## src/inc/vac_pkg.sv

```systemverilog
// Package with constants and types for the video output and level control block
package vac_pkg;
	// Sample and phase words
	localparam int SMP_W = 12;
	localparam int PH_W = 9;
	typedef logic signed [SMP_W-1:0] vac_smp_t;
	typedef logic signed [PH_W-1:0] vac_ph_t;

	// Signal levels on the sample scale
	localparam vac_smp_t LVL_BLACK = 12'h000;
	localparam vac_smp_t LVL_WHITE = 12'h2bc;
	localparam vac_smp_t LVL_SYNC_TIP = 12'hf1c;
	localparam vac_smp_t LVL_BLANK = 12'h000;

	// Subcarrier phase limits in degrees
	localparam vac_ph_t PH_ZERO = 9'h000;
	localparam vac_ph_t PH_POS_MAX = 9'h0b4;
	localparam vac_ph_t PH_NEG_MAX = 9'h14c;
	localparam vac_ph_t PH_POS_WRAP = 9'h0b3;
	localparam vac_ph_t PH_NEG_WRAP = 9'h14d;

	// Lines per level group
	localparam logic [2:0] GRP_NTSC = 3'h5;
	localparam logic [2:0] GRP_PAL = 3'h4;

	// Bounce timing
	localparam longint CLK_PERIOD_NS = 10;
	localparam longint HALF_SEC_NS = 500000000;
	localparam int HALF_SEC_CYC = int'(HALF_SEC_NS / CLK_PERIOD_NS);
	localparam int TMR_W = 32;

	typedef enum logic [1:0] {
		VAC_FMT_COMP = 2'b00,
		VAC_FMT_YPBPR = 2'b01,
		VAC_FMT_GBR = 2'b11
	} vac_fmt_t;

	typedef enum logic [2:0] {
		VAC_APL_OFF = 3'b000,
		VAC_APL_HIGH = 3'b001,
		VAC_APL_LOW = 3'b011,
		VAC_APL_LVL_BOUNCE = 3'b010,
		VAC_APL_FLAT_BOUNCE = 3'b110
	} vac_apl_t;

	typedef enum logic {
		VAC_CFG_SPLIT = 1'b0,
		VAC_CFG_ALLCOMP = 1'b1
	} vac_cfg_t;

	// Settings; period code n means (n+1) half seconds
	typedef struct packed {
		vac_cfg_t cfg;
		logic sync_all;
		logic [2:0] ch_en;
		vac_apl_t apl;
		logic [1:0] period;
	} vac_set_t;

	localparam vac_set_t SET_FACTORY = '{
		cfg: VAC_CFG_ALLCOMP,
		sync_all: 1'b1,
		ch_en: 3'h7,
		apl: VAC_APL_OFF,
		period: 2'h1
	};

	// One incoming sample beat; a/b/c hold Y,B-Y,R-Y for composite or the three components
	typedef struct packed {
		logic sof;
		logic sol;
		logic active;
		logic sync;
		logic pal;
		vac_fmt_t fmt;
		vac_smp_t a;
		vac_smp_t b;
		vac_smp_t c;
	} vac_beat_t;

	// One outgoing beat, one word per channel
	typedef struct packed {
		vac_smp_t ch1;
		vac_smp_t ch2;
		vac_smp_t ch3;
	} vac_out_t;
endpackage

```

## src/hw/vac_top.sv

```systemverilog
// Output channel mapping, phase setting and picture level control for the video generator
//
// Behaviour
// - Split config: Y, chroma, composite on 1-3
// - All-composite config: same composite everywhere
// - Channel config applies only for composite format
// - GBR sync on green, or all three
// - Sync choice applies only for GBR format
// - Three channel enables; composite gates Y/B-Y/R-Y
// - Phase in whole degrees, -180 to +180
// - Increment past +180 gives -179
// - Decrement past -180 gives +179
// - Phase untouched by preset save and recall
// - Level mode off passes signal unchanged
// - High mode: white except last line per group
// - Low mode: black except last line per group
// - Level bounce alternates high and low per interval
// - Flat bounce alternates white and black fields
// - Interval 0.5 to 2.0 s in halves
// - Each channel drives two identical connectors
// - Factory recall restores documented default settings
`timescale 1ns/10ps
module vac_top #(
	parameter int HALF_SEC_CYC = vac_pkg::HALF_SEC_CYC
) (
	// Clock, reset, enable
	input wire logic i_clk,
	input wire logic i_srst,
	input wire logic i_ce,
	// Settings from the menu; a write is a preset or menu change
	input wire logic i_set_wr,
	input wire vac_pkg::vac_set_t i_set,
	input wire logic i_factory,
	input wire logic i_phase_up,
	input wire logic i_phase_dn,
	output vac_pkg::vac_set_t o_set,
	output vac_pkg::vac_ph_t o_phase,
	// Incoming sample stream
	input wire logic i_valid,
	input wire vac_pkg::vac_beat_t i_beat,
	output logic o_ready,
	// Outgoing stream, two connectors per channel
	output logic o_valid,
	input wire logic i_ready,
	output vac_pkg::vac_out_t o_conn_a,
	output vac_pkg::vac_out_t o_conn_b
);
	vac_pkg::vac_set_t pend;
	vac_pkg::vac_set_t cur;
	vac_pkg::vac_set_t eff;
	vac_pkg::vac_ph_t phase;
	logic [2:0] line_idx;
	logic [2:0] next_line_idx;
	logic bounce_tgl;
	logic bounce_cur;
	logic bounce_eff;
	logic [vac_pkg::TMR_W-1:0] tmr;
	logic [1:0] half_cnt;
	logic in_fire;
	vac_pkg::vac_out_t next_out;
	vac_pkg::vac_out_t skid;
	logic skid_vld;
	logic out_take;

	// Number of lines in one level group
	function automatic logic [2:0] grp_len(input logic pal);
		grp_len = pal ? vac_pkg::GRP_PAL : vac_pkg::GRP_NTSC;
	endfunction

	assign in_fire = i_ce && i_valid && o_ready;
	assign out_take = i_ce && o_valid && i_ready;

	// Pending settings, taken from the menu or the factory recall
	always_ff @(posedge i_clk) begin
		if (i_srst) begin
			pend <= vac_pkg::SET_FACTORY;
		end else if (i_ce) begin
			if (i_factory) begin
				pend <= vac_pkg::SET_FACTORY;
			end else if (i_set_wr) begin
				pend <= i_set;
			end
		end
	end

	// Applied settings only change on the first beat of a frame
	assign eff = (i_beat.sof) ? pend : cur;
	assign bounce_eff = (i_beat.sof) ? bounce_tgl : bounce_cur;

	always_ff @(posedge i_clk) begin
		if (i_srst) begin
			cur <= vac_pkg::SET_FACTORY;
			bounce_cur <= 1'b0;
		end else if (in_fire && i_beat.sof) begin
			cur <= pend;
			bounce_cur <= bounce_tgl;
		end
	end

	// Menu view of the pending settings, written in the same cycle as them
	always_ff @(posedge i_clk) begin
		if (i_srst) begin
			o_set <= vac_pkg::SET_FACTORY;
		end else if (i_ce) begin
			if (i_factory) begin
				o_set <= vac_pkg::SET_FACTORY;
			end else if (i_set_wr) begin
				o_set <= i_set;
			end
		end
	end

	// Phase setting; menu and preset writes leave it alone
	always_ff @(posedge i_clk) begin
		if (i_srst) begin
			phase <= vac_pkg::PH_ZERO;
		end else if (i_ce) begin
			if (i_factory) begin
				phase <= vac_pkg::PH_ZERO;
			end else if (i_phase_up && !i_phase_dn) begin
				if (phase == vac_pkg::PH_POS_MAX) begin
					phase <= vac_pkg::PH_NEG_WRAP;
				end else begin
					phase <= phase + 9'h001;
				end
			end else if (i_phase_dn && !i_phase_up) begin
				if (phase == vac_pkg::PH_NEG_MAX) begin
					phase <= vac_pkg::PH_POS_WRAP;
				end else begin
					phase <= phase - 9'h001;
				end
			end
		end
	end
	assign o_phase = phase;

	// Bounce interval timer, counted in half seconds
	always_ff @(posedge i_clk) begin
		if (i_srst) begin
			tmr <= '0;
			half_cnt <= 2'h0;
			bounce_tgl <= 1'b0;
		end else if (i_ce) begin
			if (tmr == vac_pkg::TMR_W'(HALF_SEC_CYC - 1)) begin
				tmr <= '0;
				if (half_cnt >= cur.period) begin
					half_cnt <= 2'h0;
					bounce_tgl <= ~bounce_tgl;
				end else begin
					half_cnt <= half_cnt + 2'h1;
				end
			end else begin
				tmr <= tmr + 1'b1;
			end
		end
	end

	// Active line position inside its group
	always_comb begin
		next_line_idx = line_idx;
		if (i_beat.sof) begin
			next_line_idx = 3'h0;
		end else if (i_beat.sol && i_beat.active) begin
			if (line_idx >= grp_len(i_beat.pal) - 3'h1) begin
				next_line_idx = 3'h0;
			end else begin
				next_line_idx = line_idx + 3'h1;
			end
		end
	end

	always_ff @(posedge i_clk) begin
		if (i_srst) begin
			line_idx <= 3'h0;
		end else if (in_fire) begin
			line_idx <= next_line_idx;
		end
	end

	// Beat processing
	always_comb begin
		vac_pkg::vac_smp_t a;
		vac_pkg::vac_smp_t b;
		vac_pkg::vac_smp_t c;
		vac_pkg::vac_smp_t lvl;
		vac_pkg::vac_smp_t chroma;
		vac_pkg::vac_smp_t comp;
		logic last_line;
		logic flat;
		logic white;
		a = i_beat.a;
		b = i_beat.b;
		c = i_beat.c;
		lvl = vac_pkg::LVL_BLACK;
		last_line = (next_line_idx == grp_len(i_beat.pal) - 3'h1);
		flat = 1'b0;
		white = 1'b0;
		chroma = vac_pkg::LVL_BLANK;
		comp = vac_pkg::LVL_BLANK;
		unique case (eff.apl)
			vac_pkg::VAC_APL_OFF: begin
				flat = 1'b0;
			end
			vac_pkg::VAC_APL_HIGH: begin
				flat = !last_line;
				white = 1'b1;
			end
			vac_pkg::VAC_APL_LOW: begin
				flat = !last_line;
				white = 1'b0;
			end
			vac_pkg::VAC_APL_LVL_BOUNCE: begin
				flat = !last_line;
				white = !bounce_eff;
			end
			vac_pkg::VAC_APL_FLAT_BOUNCE: begin
				flat = 1'b1;
				white = !bounce_eff;
			end
			default: begin
				flat = 1'b0;
			end
		endcase
		if (white) begin
			lvl = vac_pkg::LVL_WHITE;
		end
		if (flat && i_beat.active) begin
			a = lvl;
			b = (i_beat.fmt == vac_pkg::VAC_FMT_GBR) ? lvl : vac_pkg::LVL_BLACK;
			c = b;
		end
		if (i_beat.fmt == vac_pkg::VAC_FMT_GBR && i_beat.sync) begin
			a = vac_pkg::LVL_SYNC_TIP;
			b = eff.sync_all ? vac_pkg::LVL_SYNC_TIP : vac_pkg::LVL_BLANK;
			c = b;
		end
		// Enables gate components before composite is formed
		a = eff.ch_en[0] ? a : vac_pkg::LVL_BLANK;
		b = eff.ch_en[1] ? b : vac_pkg::LVL_BLANK;
		c = eff.ch_en[2] ? c : vac_pkg::LVL_BLANK;
		chroma = vac_pkg::SMP_W'(b + c);
		comp = vac_pkg::SMP_W'(a + chroma);
		if (i_beat.fmt == vac_pkg::VAC_FMT_COMP) begin
			if (eff.cfg == vac_pkg::VAC_CFG_SPLIT) begin
				next_out = '{ch1: a, ch2: chroma, ch3: comp};
			end else begin
				next_out = '{ch1: comp, ch2: comp, ch3: comp};
			end
		end else begin
			next_out = '{ch1: a, ch2: b, ch3: c};
		end
	end

	// Two-entry output buffer: output register plus skid register
	always_ff @(posedge i_clk) begin
		if (i_srst) begin
			o_valid <= 1'b0;
			skid_vld <= 1'b0;
			o_ready <= 1'b1;
			skid <= '0;
			o_conn_a <= '0;
			o_conn_b <= '0;
		end else if (i_ce) begin
			if (!o_valid || i_ready) begin
				if (skid_vld) begin
					o_conn_a <= skid;
					o_conn_b <= skid;
					o_valid <= 1'b1;
					skid_vld <= in_fire;
					o_ready <= !in_fire;
					if (in_fire) begin
						skid <= next_out;
					end
				end else begin
					o_conn_a <= next_out;
					o_conn_b <= next_out;
					o_valid <= in_fire;
				end
			end else if (in_fire) begin
				skid <= next_out;
				skid_vld <= 1'b1;
				o_ready <= 1'b0;
			end
		end
	end
endmodule

```

## config.mk

```make
export PLATFORM = sky130hd
export DESIGN_NAME = vac_top
export DESIGN_NICKNAME = d
export VERILOG_FILES = /design/src/inc/vac_pkg.sv /design/src/hw/vac_top.sv
export SDC_FILE = /design/constraint.sdc
export NUM_CORES = 1
export LEC_CHECK = 0
export BUFFER_PORTS_ARGS = -buffer_cell sky130_fd_sc_hd__buf_2
export CAP_MARGIN = 20
export CORE_ASPECT_RATIO = 0.8
export CORE_UTILIZATION = 50
export CTS_CLUSTER_SIZE = 24
export DETAILED_ROUTE_END_ITERATION = 12
export GPL_TIMING_DRIVEN = 0
export PLACE_DENSITY = 0.81
export SETUP_SLACK_MARGIN = 0.02
export SYNTH_ARGS = -nofsm -noshare
export SYNTH_HDL_FRONTEND = slang
export SYNTH_SLANG_ARGS = --single-unit
```

## constraint.sdc

```tcl
create_clock -name i_clk -period 19.09 [get_ports i_clk]
set_input_delay 1.909 -clock i_clk [delete_from_list [all_inputs] [get_ports i_clk]]
set_output_delay 1.909 -clock i_clk [all_outputs]
set_load 0.02 [all_outputs]
```

==> summary.md <==
| Metric | Value |
|---|---|
| Peak VDD IR | `60.77 uV` |
| Worst min path class | `register to register` |
| Cells after Synth | `1145` |
| Lkg Pwr | `0.004459 uW` |
| Worst-Skew Late Latency | `0.44 ns` |
| Root buffer cell | `clkbuf_16` |
| Die width | `151.3 um` |
| Total Wirelength | `27.96 mm` |
| F_max | `117.5 MHz` |
| # port buffers | `154` |
| WP data required | `19.40 ns` |
| DIE AREA | `18380 um^2` |
| Sequential fraction of design power | `0.333` |
| DR WL/cell | `17.96 um` |
| Die Height | `121.5 um` |
| Worst Clk Skew | `0.01678 ns` |
| Initial core utilization | `0.5132` |
| Net count after synthesis | `1241` |
| Synth cell types | `82` |
| Worst Path Arrival | `8.82 ns` |
| Relative slew slack | `0.4138` |
| Critical path class | `input port to register` |
| Antenna-violating nets left | `0` |
| Final Worst Setup Slack | `10.58 ns` |
| Cell taking the most area after synthesis | `dfxtp_1` |
| Via Count | `9319` |
| Vias in the first global route | `8029` |
| Setup crit start kind | `input port` |
| Pwr Density | `92.35 nW/um^2` |
| PostCTS Resize Cnt | `0` |
| Final setup violation count | `0` |
| GR Overflow Total | `0` |
| RD Place Congestion | `1.021` |
| Worst-Margin Slew | `0.8571 ns` |
| P_int | `622.3 uW` |
| Largest net degree at the start of global routing | `17` |
| Count leader, synth | `dfxtp_1` |
| Antenna diodes | `0` |
| Vias per std cell | `5.985` |
| FF+latch count, synth | `143` |
| Tmin final | `8.510 ns` |
| Initial drt markers | `879` |
| Drt drc | `0` |
| Post-synth EDFFs | `0` |
| Avg Cell Area, Syn | `7.789 um^2` |
| Combinational Power Share | `0.336` |
| Sw Ratio | `0.3614` |
| # H-tree levels | `4` |
| Deepest clock path buffer count | `2` |
| FP Rows | `43` |
| Part of the power in the clock network | `0.331` |
| Post-synth top flop | `dfxtp_1` |
| First-pass GRT wire length | `43.57 mm` |
| Final HPWL DP | `21.35 mm` |
| Worst-path fanout max | `10` |
| Post-layout net count | `1415` |
| CTS buffer count | `17` |
| Layout cells sized above 1 | `0.2035` |
| Ranking of synthesized cells by area | `dfxtp_1 (32%), a21oi_1 (6.8%), nor2_1 (6.0%), nand2_1 (5.0%), ha_1 (4.5%)` |
| Final Max Slew Viols | `0` |
| Final period util | `0.4458` |
| Register area share after synthesis | `0.3210` |
| Post-cts hold buffer count | `0` |
| Fraction of registers with async set/reset | `0` |
| RSZ-0062 raised after global routing | `false` |
| IO Pins | `155` |
| Setup TNS | `0 ns` |
| Pre-CTS setup slack | `10.27 ns` |
| Post-synthesis cell area | `8919 um^2` |
| Setup Buffers After CTS | `0` |
| Area growth syn-to-layout | `18.32%` |
| Clock transition at path regs | `0.06 ns` |
| Top cells by count, synth | `dfxtp_1 (143), nor2_1 (142), a21oi_1 (122)` |
| Gr usage total | `0.3108` |
| First-pass DRT Iterations | `6` |
| Initial antenna violation count | `0` |
| Status | `complete, no violations` |
| CTS Sinks | `143` |
| Final hold vios | `0` |
| Max Cap Viol | `0` |
| CTS tree | `built` |
| Area share of the largest cell type after synthesis | `0.3210` |
| Core footprint | `17380 um^2` |
| Yosys warning total | `0` |
| Crit end category | `register` |
| P_sw | `352.2 uW` |
==> cell type report <==
cell class,count,area [um^2]
fillers,1562,6825
multi-input cells,876,5433
flip-flops and latches,143,2863
repair buffers,155,778.2
plain buffers,107,551.8
clock buffers,18,439.2
well taps,225,281.5
clock inverters,14,135.1
inverters,19,71.32
==> worst max-delay path, stage by stage <==
cell,delay [ns]
buf_2,0.13
ha_1,0.34
a21oi_4,0.17
o211ai_4,0.11
mux2i_1,0.39
nand4_1,0.36
nand3_2,0.32
clkbuf_1,0.46
a21oi_1,0.20
nor2_1,0.18
ha_1,0.29
a21o_1,0.19
a21oi_1,0.23
o21bai_1,0.12
a2111oi_0,0.61
nor2_1,0.13
xor2_1,0.21
ha_1,0.39
and2_1,0.15
nand4_1,0.14
o221a_2,0.37
and4_4,0.20
nor4b_4,0.33
xor3_2,0.37
a211oi_1,0.39
o31ai_1,0.12
==> metrics by stage <==
stage | power, uW | instances | hold WS (ns) | instance area [um^2] | util
floorplan | 555.8 | 1145 | 0.4312 | 8919 | -
detailed placement | 647.2 | 1524 | 0.4498 | 9971 | 0.5738
global route | 1018 | 1557 | 0.4747 | 10550 | 0.6072
finish | 974.5 | 1557 | 0.4587 | 10550 | 0.6072
CTS | 965.9 | 1556 | 0.4607 | 10550 | 0.6068
global placement | 644.9 | 1524 | 0.4367 | 9971 | 0.5738
==> cell usage in the layout, fill, tap and decap left out, types with 14 or more instances in the layout <==
cell type / n
a211oi_1: 27
a21oi_1: 122
and2_1: 16
and3_1: 16
buf_2: 160
buf_4: 37
clkbuf_1: 57
clkbuf_16: 17
dfxtp_1: 143
ha_1: 32
inv_1: 18
mux2i_1: 18
nand2_1: 119
nand3_1: 41
nor2_1: 142
nor3_1: 29
o211ai_1: 14
o21ai_0: 50
xnor2_1: 20
xor2_1: 35
==> power by group through the flow <==
stage          clock network [uW]  logic, uW  registers [uW]
3_3_place_gp                    0        315             330
6_report                      322        328             324
3_5_place_dp                    0        317             331
4_1_cts                       322        319             324
5_1_grt                       339        354             326
2_1_floorplan                   0        216             340
==> per-layer routing <==
metal / vias up / share of wire / track usage
met4: 0 / 0.024 / 0.1000
met1: 4359 / 0.45 / 0.4552
met3: 51 / 0.11 / 0.05677
met2: 502 / 0.42 / 0.4535
met5: - / 0 / 0
li1: 4407 / - / -
==> logic make-up (layout without fill, tap and decap cells) <==
| group | Yosys count | in the layout | share of synthesized area |
|---|---|---|---|
| and+or+nand+nor | 440 | 440 | 0.2361 |
| AOI/OAI and AO/OA | 320 | 320 | 0.2365 |
| DFF | 143 | 143 | 0.3210 |
| buffers and inverters | 126 | 313 | 0.06987 |
| xor gates and xnor gates | 56 | 56 | 0.05682 |
| adders and majority gates | 34 | 34 | 0.04938 |
| muxes | 26 | 26 | 0.03030 |
==> sequential cells by signal, summed over array words and instances, names as in the netlist <==
signal / cells
bounce_cur: 1
tmr: 32
o_ready: 1
bounce_tgl: 1
skid_vld: 1
o_set: 10
o_conn_b: 36
line_idx: 3
skid: 36
o_phase: 9
half_cnt: 2
o_valid: 1
cur: 10
==> final timing paths <==
check                           start                   endpoint  slack [ns]  cells past startpoint
max reg2reg  line_idx[0]$_SDFFE_PP0P_  o_conn_b[35]$_SDFFE_PP0P_       11.71                     26
max                        i_beat[38]  o_conn_b[35]$_SDFFE_PP0P_       10.58                     26
min             skid[15]$_SDFFE_PP0P_      skid[15]$_SDFFE_PP0P_        0.46                      2
min reg2reg     skid[15]$_SDFFE_PP0P_      skid[15]$_SDFFE_PP0P_        0.46                      2
Power figures use the tool's default switching activity.
